===== config.mk =====
export PLATFORM = sky130hd
export DESIGN_NAME = tmc_timer
export DESIGN_NICKNAME = d
export VERILOG_FILES = /design/src/tmc_pkg.sv /design/src/tmc_timer.sv
export SDC_FILE = /design/constraint.sdc
export NUM_CORES = 1
export LEC_CHECK = 0
export BUFFER_PORTS_ARGS = -buffer_cell sky130_fd_sc_hd__buf_2
export CAP_MARGIN = 20
export CORE_AREA = 2 2 85 87
export DETAILED_ROUTE_END_ITERATION = 6
export DIE_AREA = 0 0 87 89
export PLACE_DENSITY = 0.81
export SLEW_MARGIN = 25
export SYNTH_ARGS = -nofsm -noshare
export SYNTH_HDL_FRONTEND = slang
export SYNTH_SLANG_ARGS = --single-unit
export TNS_END_PERCENT = 30

===== constraint.sdc =====
create_clock -name pclk -period 2.5 [get_ports pclk]
set_input_delay 0.125 -clock pclk [delete_from_list [all_inputs] [get_ports pclk]]
set_output_delay 0.125 -clock pclk [all_outputs]
set_load 0.01 [all_outputs]

===== src/tmc_pkg.sv =====
// Package with register map, field layout and reset values of the timer
package tmc_pkg;
  // Register byte offsets on the APB
  localparam logic [7:0] ADDR_CONTROL = 8'h00;
  localparam logic [7:0] ADDR_COUNT   = 8'h04;
  localparam logic [7:0] ADDR_COMPARE = 8'h08;
  localparam logic [7:0] ADDR_FLAGS   = 8'h0C;
  localparam logic [7:0] ADDR_IRQEN   = 8'h10;
  localparam logic [7:0] ADDR_PORT    = 8'h14;
  // Control register field positions
  localparam int CTL_CS_LSB  = 0;
  localparam int CTL_WGM_LSB = 3;
  localparam int CTL_COM_LSB = 5;
  localparam int CTL_FOC_BIT = 7;
  // Flag and enable bit positions
  localparam int FLG_OVF_BIT = 0;
  localparam int FLG_CMP_BIT = 1;
  // Port register bit positions
  localparam int PRT_OUT_BIT = 0;
  localparam int PRT_DIR_BIT = 1;
  // Reset values and count extremes
  localparam logic [7:0] RST_BYTE   = 8'h00;
  localparam logic [7:0] CNT_BOTTOM = 8'h00;
  localparam logic [7:0] CNT_MAX    = 8'hFF;
  localparam logic [2:0] CS_STOPPED = 3'h0;
  // Waveform modes
  localparam logic [1:0] WGM_NORMAL = 2'h0;
  localparam logic [1:0] WGM_PHASE  = 2'h1;
  localparam logic [1:0] WGM_CTC    = 2'h2;
  localparam logic [1:0] WGM_FAST   = 2'h3;
  // Output modes
  localparam logic [1:0] COM_OFF    = 2'h0;
  localparam logic [1:0] COM_TOGGLE = 2'h1;
  localparam logic [1:0] COM_CLEAR  = 2'h2;
  localparam logic [1:0] COM_SET    = 2'h3;
endpackage : tmc_pkg


===== src/tmc_timer.sv =====
// Eight-bit timer counter, compare unit and compare output with APB access
`timescale 1ns/100ps
module tmc_timer (
  input  wire logic        pclk,
  input  wire logic        presetn,
  input  wire logic        clk_en,
  input  wire logic        psel,
  input  wire logic        penable,
  input  wire logic        pwrite,
  input  wire logic [7:0]  paddr,
  input  wire logic [31:0] pwdata,
  output logic      [31:0] prdata,
  output logic             pready,
  output logic             pslverr,
  input  wire logic        timer_tick,
  input  wire logic        compare_irq_ack,
  input  wire logic        overflow_irq_ack,
  output logic             compare_irq,
  output logic             overflow_irq,
  output logic             pin_out,
  output logic             pin_oe,
  output logic             count_top,
  output logic             count_bottom
);

  // Register map seen from the bus, one byte-aligned word each
  // Control word: clock select in bits 2..0
  // Control word: waveform mode in bits 4..3
  // Control word: output mode in bits 6..5
  // Control word: force strobe in bit 7, acts once, reads back zero
  // Count word: low byte is the live counter
  // Compare word: buffer in PWM modes, comparator register otherwise
  // Flags word: bit 0 overflow, bit 1 compare match, write one to clear
  // Enables word: same bit layout as the flags word
  // Port word: bit 0 general port value, bit 1 pin direction
  // Unused bits read zero and ignore writes
  // Unmapped offsets answer with an error and change nothing
  // Interrupt lines are flag and enable, combined with no extra state
  // Service pulses clear the matching flag like a one written to it
  // Why one record: a single register process keeps freeze and reset
  // uniform, so no field can escape the enable by accident
  // All state of the block in one record
  typedef struct packed {
    logic [2:0] clock_select;
    logic [1:0] waveform_mode;
    logic [1:0] output_mode;
    logic [7:0] count_value;
    logic [7:0] compare_value;
    logic [7:0] compare_buffer;
    logic       count_down;
    logic       compare_match_flag;
    logic       overflow_flag;
    logic       compare_irq_enable;
    logic       overflow_irq_enable;
    logic       compare_output;
    logic       port_value;
    logic       output_pin_direction;
    logic       block_match;
    logic [31:0] rdata;
  } tmc_state_type;

  tmc_state_type state_ff;
  tmc_state_type nxt_state;

  logic       wr_acc;
  logic       rd_acc;
  logic       addr_ok;
  logic       tick;
  logic       is_pwm;
  logic       match;
  logic       at_top;
  logic       at_bottom;
  logic [7:0] top_value;

  // Bus timing in short
  // Setup edge: read data is captured into the record
  // Access edge: write takes effect, read data already stands
  // No wait states, so a master never needs a timeout here
  // Read data stands until the next read setup cycle
  // Trade-off: capturing at setup costs a register of 32 bits, but
  // keeps the read path free of the wide decode in the access cycle
  // Limitation: a count read returns the value before that edge
  // Writes while the enable is low are lost, not delayed
  // Zero-wait slave: every access completes in its first access cycle
  assign pready  = 1'b1;
  assign wr_acc  = psel && penable && pwrite;
  assign rd_acc  = psel && penable && !pwrite;
  assign addr_ok = (paddr == tmc_pkg::ADDR_CONTROL) ||
                   (paddr == tmc_pkg::ADDR_COUNT)   ||
                   (paddr == tmc_pkg::ADDR_COMPARE) ||
                   (paddr == tmc_pkg::ADDR_FLAGS)   ||
                   (paddr == tmc_pkg::ADDR_IRQEN)   ||
                   (paddr == tmc_pkg::ADDR_PORT);
  assign pslverr = psel && penable && !addr_ok;
  assign prdata  = state_ff.rdata;

  // Tick only when a source is selected; source mapping lives outside
  assign tick = clk_en && timer_tick &&
                (state_ff.clock_select != tmc_pkg::CS_STOPPED);

  // Mode decode and extremes
  assign is_pwm = (state_ff.waveform_mode == tmc_pkg::WGM_PHASE) ||
                  (state_ff.waveform_mode == tmc_pkg::WGM_FAST);
  assign match  = (state_ff.count_value == state_ff.compare_value);
  assign at_top    = (state_ff.count_value == tmc_pkg::CNT_MAX);
  assign at_bottom = (state_ff.count_value == tmc_pkg::CNT_BOTTOM);
  assign top_value = (state_ff.waveform_mode == tmc_pkg::WGM_CTC) ?
                     state_ff.compare_value : tmc_pkg::CNT_MAX;

  // Outputs and the port override
  assign count_top    = at_top;
  assign count_bottom = at_bottom;
  assign compare_irq  = state_ff.compare_match_flag &&
                        state_ff.compare_irq_enable;
  assign overflow_irq = state_ff.overflow_flag &&
                        state_ff.overflow_irq_enable;
  assign pin_out = (state_ff.output_mode != tmc_pkg::COM_OFF) ?
                   state_ff.compare_output : state_ff.port_value;
  assign pin_oe  = state_ff.output_pin_direction;

  // Output actions by mode, in short
  // Off: the internal output state is left as it is
  // Toggle: inverts in non-PWM and fast modes, no action in phase mode
  // Clear: low on match; in phase mode low upcounting, high downcounting
  // Set: the inverse of clear in every mode
  // Fast mode also restores the idle level as the count wraps at top
  // The same function serves a forced match, so both paths agree
  // Hazard: mode bits are read live, so a change mid-period applies
  // at the very next match, which is what software asks for
  // Output action for a match under the current mode bits
  function automatic logic match_action(
    input logic [1:0] mode,
    input logic [1:0] wgm,
    input logic       cur,
    input logic       down
  );
    logic res;
    res = cur;
    if (mode == tmc_pkg::COM_TOGGLE) begin
      res = (wgm == tmc_pkg::WGM_PHASE) ? cur : !cur;
    end else if (mode == tmc_pkg::COM_CLEAR) begin
      res = (wgm == tmc_pkg::WGM_PHASE) ? down : 1'b0;
    end else if (mode == tmc_pkg::COM_SET) begin
      res = (wgm == tmc_pkg::WGM_PHASE) ? !down : 1'b1;
    end
    return res; // Off leaves state alone
  endfunction : match_action

  // Next-state order matters, later steps override earlier ones
  // First the tick: match, counting, overflow, output, buffer load
  // Then service pulses, which lose against a same-cycle set
  // Then register writes, so a count write beats any count step
  // Then read capture, which sees only the registered state
  // Last the enable, which throws the whole next state away
  // Count direction exists only in phase mode; others force it up
  // Match blocking lasts for one tick, stopped timer or not
  // Clear-on-match mode compares against its top, the compare value
  // Overflow in that mode needs a real wrap from maximum to zero
  // Phase mode flags overflow once per period, at bottom
  // Fast mode flags overflow as the count leaves maximum
  // Buffer load happens on the tick that sits at an extreme
  // Leaving a PWM mode, buffer and comparator are kept equal
  // Limitation: no prescaler here, ticks come from outside
  // Next-state logic: bus access, counter, compare and waveform
  always_comb begin
    logic eff_match;
    logic wrap;
    eff_match = 1'b0;
    wrap      = 1'b0;
    nxt_state = state_ff;
    if (tick) begin
      // Match seen on this tick unless a count write just blocked it
      eff_match = match && !state_ff.block_match;
      nxt_state.block_match = 1'b0;
      if (eff_match) begin
        nxt_state.compare_match_flag = 1'b1;
      end
      // Counting sequence by mode
      unique case (state_ff.waveform_mode)
        tmc_pkg::WGM_NORMAL: begin
          nxt_state.count_value = state_ff.count_value + 8'h01;
          wrap = at_top;
        end
        tmc_pkg::WGM_CTC: begin
          if (state_ff.count_value == top_value) begin
            nxt_state.count_value = tmc_pkg::CNT_BOTTOM;
          end else begin
            nxt_state.count_value = state_ff.count_value + 8'h01;
          end
          wrap = at_top && !match;
        end
        tmc_pkg::WGM_FAST: begin
          nxt_state.count_value = state_ff.count_value + 8'h01;
          wrap = at_top;
        end
        tmc_pkg::WGM_PHASE: begin
          // Dual slope: turn at the extremes, flag overflow at bottom
          if (at_top) begin
            nxt_state.count_down  = 1'b1;
            nxt_state.count_value = state_ff.count_value - 8'h01;
          end else if (at_bottom) begin
            nxt_state.count_down  = 1'b0;
            nxt_state.count_value = state_ff.count_value + 8'h01;
            wrap = 1'b1;
          end else if (state_ff.count_down) begin
            nxt_state.count_value = state_ff.count_value - 8'h01;
          end else begin
            nxt_state.count_value = state_ff.count_value + 8'h01;
          end
        end
      endcase
      if (state_ff.waveform_mode != tmc_pkg::WGM_PHASE) begin
        nxt_state.count_down = 1'b0;
      end
      if (wrap) begin
        nxt_state.overflow_flag = 1'b1;
      end
      // Output state; mode bits read live, never buffered
      if (eff_match) begin
        nxt_state.compare_output = match_action(state_ff.output_mode,
          state_ff.waveform_mode, state_ff.compare_output,
          state_ff.count_down);
      end
      if (state_ff.waveform_mode == tmc_pkg::WGM_FAST && at_top) begin
        if (state_ff.output_mode == tmc_pkg::COM_CLEAR) begin
          nxt_state.compare_output = 1'b1;
        end else if (state_ff.output_mode == tmc_pkg::COM_SET) begin
          nxt_state.compare_output = 1'b0;
        end
      end
      // Buffered compare loads at top or bottom only, avoiding odd pulses
      if (is_pwm && (at_top || at_bottom)) begin
        nxt_state.compare_value = state_ff.compare_buffer;
      end
    end
    // Outside PWM, the buffer follows the comparator value
    if (!is_pwm) begin
      nxt_state.compare_buffer = nxt_state.compare_value;
    end
    // Hardware service clears; a set in the same cycle wins
    if (compare_irq_ack && !(eff_match)) begin
      nxt_state.compare_match_flag = 1'b0;
    end
    if (overflow_irq_ack && !wrap) begin
      nxt_state.overflow_flag = 1'b0;
    end
    // Register writes
    if (clk_en && wr_acc) begin
      unique case (paddr)
        tmc_pkg::ADDR_CONTROL: begin
          nxt_state.clock_select  = pwdata[tmc_pkg::CTL_CS_LSB +: 3];
          nxt_state.waveform_mode = pwdata[tmc_pkg::CTL_WGM_LSB +: 2];
          nxt_state.output_mode   = pwdata[tmc_pkg::CTL_COM_LSB +: 2];
          // Force acts only outside PWM; no flag, no counter change
          if (pwdata[tmc_pkg::CTL_FOC_BIT] && !is_pwm) begin
            nxt_state.compare_output = match_action(
              pwdata[tmc_pkg::CTL_COM_LSB +: 2], state_ff.waveform_mode,
              state_ff.compare_output, state_ff.count_down);
          end
        end
        tmc_pkg::ADDR_COUNT: begin
          nxt_state.count_value = pwdata[7:0];
          nxt_state.block_match = 1'b1;
        end
        tmc_pkg::ADDR_COMPARE: begin
          nxt_state.compare_buffer = pwdata[7:0];
          if (!is_pwm) begin
            nxt_state.compare_value = pwdata[7:0];
          end
        end
        tmc_pkg::ADDR_FLAGS: begin
          // Write one to clear, but a same-cycle set survives
          if (pwdata[tmc_pkg::FLG_CMP_BIT] && !eff_match) begin
            nxt_state.compare_match_flag = 1'b0;
          end
          if (pwdata[tmc_pkg::FLG_OVF_BIT] && !wrap) begin
            nxt_state.overflow_flag = 1'b0;
          end
        end
        tmc_pkg::ADDR_IRQEN: begin
          nxt_state.compare_irq_enable  = pwdata[tmc_pkg::FLG_CMP_BIT];
          nxt_state.overflow_irq_enable = pwdata[tmc_pkg::FLG_OVF_BIT];
        end
        tmc_pkg::ADDR_PORT: begin
          nxt_state.port_value           = pwdata[tmc_pkg::PRT_OUT_BIT];
          nxt_state.output_pin_direction = pwdata[tmc_pkg::PRT_DIR_BIT];
        end
        default: ;
      endcase
    end
    // Read data captured at the setup cycle, valid in the access cycle
    if (clk_en && psel && !penable && !pwrite) begin
      nxt_state.rdata = 32'h0000_0000;
      unique case (paddr)
        tmc_pkg::ADDR_CONTROL: begin
          nxt_state.rdata[tmc_pkg::CTL_CS_LSB +: 3]  = state_ff.clock_select;
          nxt_state.rdata[tmc_pkg::CTL_WGM_LSB +: 2] = state_ff.waveform_mode;
          nxt_state.rdata[tmc_pkg::CTL_COM_LSB +: 2] = state_ff.output_mode;
        end
        tmc_pkg::ADDR_COUNT:
          nxt_state.rdata[7:0] = state_ff.count_value;
        tmc_pkg::ADDR_COMPARE:
          nxt_state.rdata[7:0] = is_pwm ? state_ff.compare_buffer :
                                 state_ff.compare_value;
        tmc_pkg::ADDR_FLAGS: begin
          nxt_state.rdata[tmc_pkg::FLG_CMP_BIT] = state_ff.compare_match_flag;
          nxt_state.rdata[tmc_pkg::FLG_OVF_BIT] = state_ff.overflow_flag;
        end
        tmc_pkg::ADDR_IRQEN: begin
          nxt_state.rdata[tmc_pkg::FLG_CMP_BIT] = state_ff.compare_irq_enable;
          nxt_state.rdata[tmc_pkg::FLG_OVF_BIT] = state_ff.overflow_irq_enable;
        end
        tmc_pkg::ADDR_PORT: begin
          nxt_state.rdata[tmc_pkg::PRT_OUT_BIT] = state_ff.port_value;
          nxt_state.rdata[tmc_pkg::PRT_DIR_BIT] =
            state_ff.output_pin_direction;
        end
        default: ;
      endcase
    end
    if (!clk_en) begin
      nxt_state = state_ff; // Enable low freezes everything
    end
  end

  // Register process notes
  // Reset clears every field, so the count starts at bottom
  // Reset leaves the pin released and both interrupts low
  // The enable is applied in the next-state logic, not here
  // That keeps this process free of anything but the reset
  // Reset is asynchronous on assertion; release must meet the clock
  // Only constants are loaded in the reset branch
  // State register
  always_ff @(posedge pclk or negedge presetn) begin
    if (!presetn) begin
      state_ff <= '0;
    end else begin
      state_ff <= nxt_state;
    end
  end

  // Closing notes for users of the block
  // Writing the count equal to the compare value loses that match
  // Preset the output state with a forced match before the pin drives
  // Both extremes are plain decodes and never stand together
  // Top value is maximum except in clear-on-match mode

endmodule : tmc_timer


==> summary.md <==
| Metric | Value |
|---|---|
| Run status | `finished, final reports clean` |
| Initial drt markers | `between 300 and 400` |
| Pre-CTS WS | `about 0.29 ns` |
| IO buf count | `39` |
| GRT overflow | `0` |
| Final setup skew | `0.007908 ns` |
| Core Area | `0.006719 sq mm` |
| Worst Reg-to-Reg Cells | `8` |
| Clock H-tree levels | `2` |
| N_diodes | `0` |
| Postcts setup bufs | `0` |
| Worst setup SP type | `flop` |
| Post-Syn Area per Cell | `between 8 and 9 sq um` |
| Mux cell area share after synthesis | `7.703%` |
| Crit-path max FO | `6` |
| Area share of and/or/nand/nor cells after synthesis | `17.58%` |
| Most common cell after layout, fill and taps aside | `dfrtp_1` |
| Crit. End Element | `flop` |
| Main combinational cell family by area after synthesis | `compound AO/OA/AOI/OAI gates` |
| EDFF count, synth | `0` |
| Slew @ Worst Pin | `roughly 0.77 ns` |
| Synth Register Bits | `between 40 and 50` |
| Fmax | `441.3 MHz` |
| GP Congestion | `0.9951` |
| Via density | `6.419` |
| WS Path Type | `flop to flop` |
| Area grow syn2layout | `7.160%` |
| Peak VDD IR | `between 0.3 and 0.4 mV` |
| Ys flop type | `dfrtp_1` |
| Slew headroom | `between 40% and 50%` |
| Required time worst endpoint | `2.74 ns` |
| Drt total wl | `around 10 mm` |
| Die height | `a little under 90 um` |
| Final WS setup | `~0.23 ns` |
| Die ar. | `0.007743 sq mm` |
| Reg2reg setup slack | `0.23 ns` |
| Setup crit end | `state_ff[35]` |
| DR vias | `3434` |
| First-pass GRT wire length | `16.38 mm` |
| Fin area | `0.003951 sq mm` |
| Die Wd | `just under 90 um` |
| Placed cells | `526` |
| Data arrival time of the critical path | `roughly 2.5 ns` |
| Max Cap Viol | `0` |
| Post-Syn Instances | `425` |
| Fraction of layout cells with a size suffix above 1 | `about a fifth` |
| Count of final setup violators | `0` |
| Leak | `1.843 nW` |
| Clock transition at the registers of the reported paths | `0.10 ns` |
| Sequential share of the synthesized area | `32.58%` |
| Async set or reset register ratio after synthesis | `100.0%` |
| # clock sinks | `48` |
| Post-route ant nets | `0` |
| Clk buf depth | `2` |
| Vias in the first global route | `~3200` |
| Crit. Startpoint | `state_ff[57]` |
| Post-synthesis compound-gate area fraction | `23.72%` |
| Placed cell areas | `0.003822 sq mm` |
| Synth Area in Adders | `2.375%` |
| NumNets Final | `510` |
| First-pass DRT Iterations | `5` |
| Unrepaired setup endpoints after global routing | `no` |
| Starting Density | `54.88%` |
| Post-Syn Area | `approximately 0.0037 sq mm` |
| Synth unique cells | `71` |
| Hold Vio Cnt, Final | `0` |
| Wire length per cell | `about 19 um` |
| Hold Path Class | `primary input to flop` |
| Final core utilization | `between 50% and 60%` |
| DPL Wire Length | `7.359 mm` |
| Most frequent cells in the layout | `48 x dfrtp_1, 38 x buf_2, 35 x nor2_1, 29 x a21oi_1, 26 x nand2_1` |
| Power per cell area | `462.9 mW/mm^2` |
| Xor and xnor fraction of the mapped netlist area | `3.563%` |
| Worst hold slack | `0.08661 ns` |
| DRC | `0` |
| CTS buffer count | `5` |
| Gr usage total | `27.23%` |
| IO Count | `89` |
| RR Endpoint | `state_ff[35]` |
| Clock Latency Late Sink | `slightly above 0.3 ns` |
| Clock tree root driver cell | `clkbuf_8` |
| Worst r2r src | `state_ff[57]` |
| Setup TNS Final | `0 ns` |
| Row count | `30` |
| Synth Warn # | `0` |
| Final std cells w/o fill | `between 500 and 600` |
| Post-route total power | `1.829 mW` |
| Antenna violations before repair | `0` |
| Fin crit share | `90.63%` |
| Slew Limit Fails | `0` |
| CTS tree | `done` |
| Largest net degree at the start of global routing | `49` |
| Fin crit period | `roughly 2.3 ns` |
## critical path: stages (launching register included)
cell,delay [ns]
dfrtp_1,0.42
ha_1,0.28
nand3_1,0.21
or2_2,0.39
inv_2,0.15
and3_1,0.25
nor3_1,0.07
a221o_1,0.29
o21ai_1,0.12
## Yosys cell counts, types with 3 or more instances
library cell	instances	area, sq um
dfrtp_1	48	1201
nor2_1	35	131.4
buf_4	33	247.7
a21oi_1	29	145.1
nand2_1	26	97.59
o22ai_1	25	156.4
clkbuf_1	16	60.06
inv_1	16	60.06
mux2i_1	16	160.2
nor3_1	13	65.06
xnor2_1	13	113.9
a31oi_1	11	68.82
o21ai_1	10	50.05
nand3_1	9	45.04
o21ai_0	9	45.04
ha_1	7	87.58
nand4_1	7	43.79
a22o_1	6	52.55
mux2_2	6	67.56
and3_1	5	31.28
mux2_1	5	56.30
nand2b_1	5	31.28
buf_2	4	20.02
buf_1	3	11.26
nor4_1	3	18.77
o2111ai_1	3	26.28
o221ai_1	3	26.28
o31ai_1	3	22.52
or2_2	3	18.77
or4_4	3	33.78
## registers in the layout (all words and copies together) (netlist names)
register  cells
state_ff     39
prdata        8
pin_oe        1
## worst min-delay path by stage
stage	startpoint	endpoint	slack, ns	depth (start not counted)
floorplan	presetn	pin_oe	-0.17	0
global placement	presetn	prdata[0]	0.36	1
detailed placement	presetn	prdata[1]	0.38	1
CTS	presetn	prdata[1]	0.04	1
global route	pwdata[4]	state_ff[68]	0.12	3
finish	pwdata[4]	state_ff[68]	0.09	3
## metal layers
| layer | global-route usage, % | vias up | wire (um) |
|---|---|---|---|
| met5 | 0 | - | 0 |
| met4 | 10.65 | 0 | 329 |
| met3 | 3.878 | 40 | 1025 |
| met2 | 43.79 | 227 | 4760 |
| li1 | - | 1562 | - |
| met1 | 37.29 | 1605 | 4029 |
## cells by family (layout without fill, tap and decap cells)
logic type / count (synthesis) / in the layout
and+or+nand+nor: 124 / 124
DFF: 48 / 48
xor gates and xnor gates: 15 / 15
other: 2 / 25
adders and majority gates: 7 / 7
AOI/OAI and AO/OA: 125 / 125
buffers and inverters: 77 / 84
muxes: 27 / 27
## repair_timing
action                    4_1_cts  5_1_grt
hold endpoints to repair        0       48
hold buffers                    0        1
gates resized for setup         0        0
## report_power, final
part | internal, mW | switching [mW] | leakage (nW)
clock | 0.302 | 0.292 | 0.0583
sequential | 0.802 | 0.0325 | 0.598
combinational | 0.148 | 0.253 | 1.19
## final cells by class
class | instances | area, sq um
fill | 603 | 2768
tap | 80 | 100.1
clock inverter | 3 | 47.55
multi-input combinational | 323 | 2120
timing repair buffer | 59 | 350.3
inverter | 17 | 63.81
sequential | 48 | 1201
clock buffer | 5 | 68.82
Note: power is estimated with default switching activity, not from simulation.
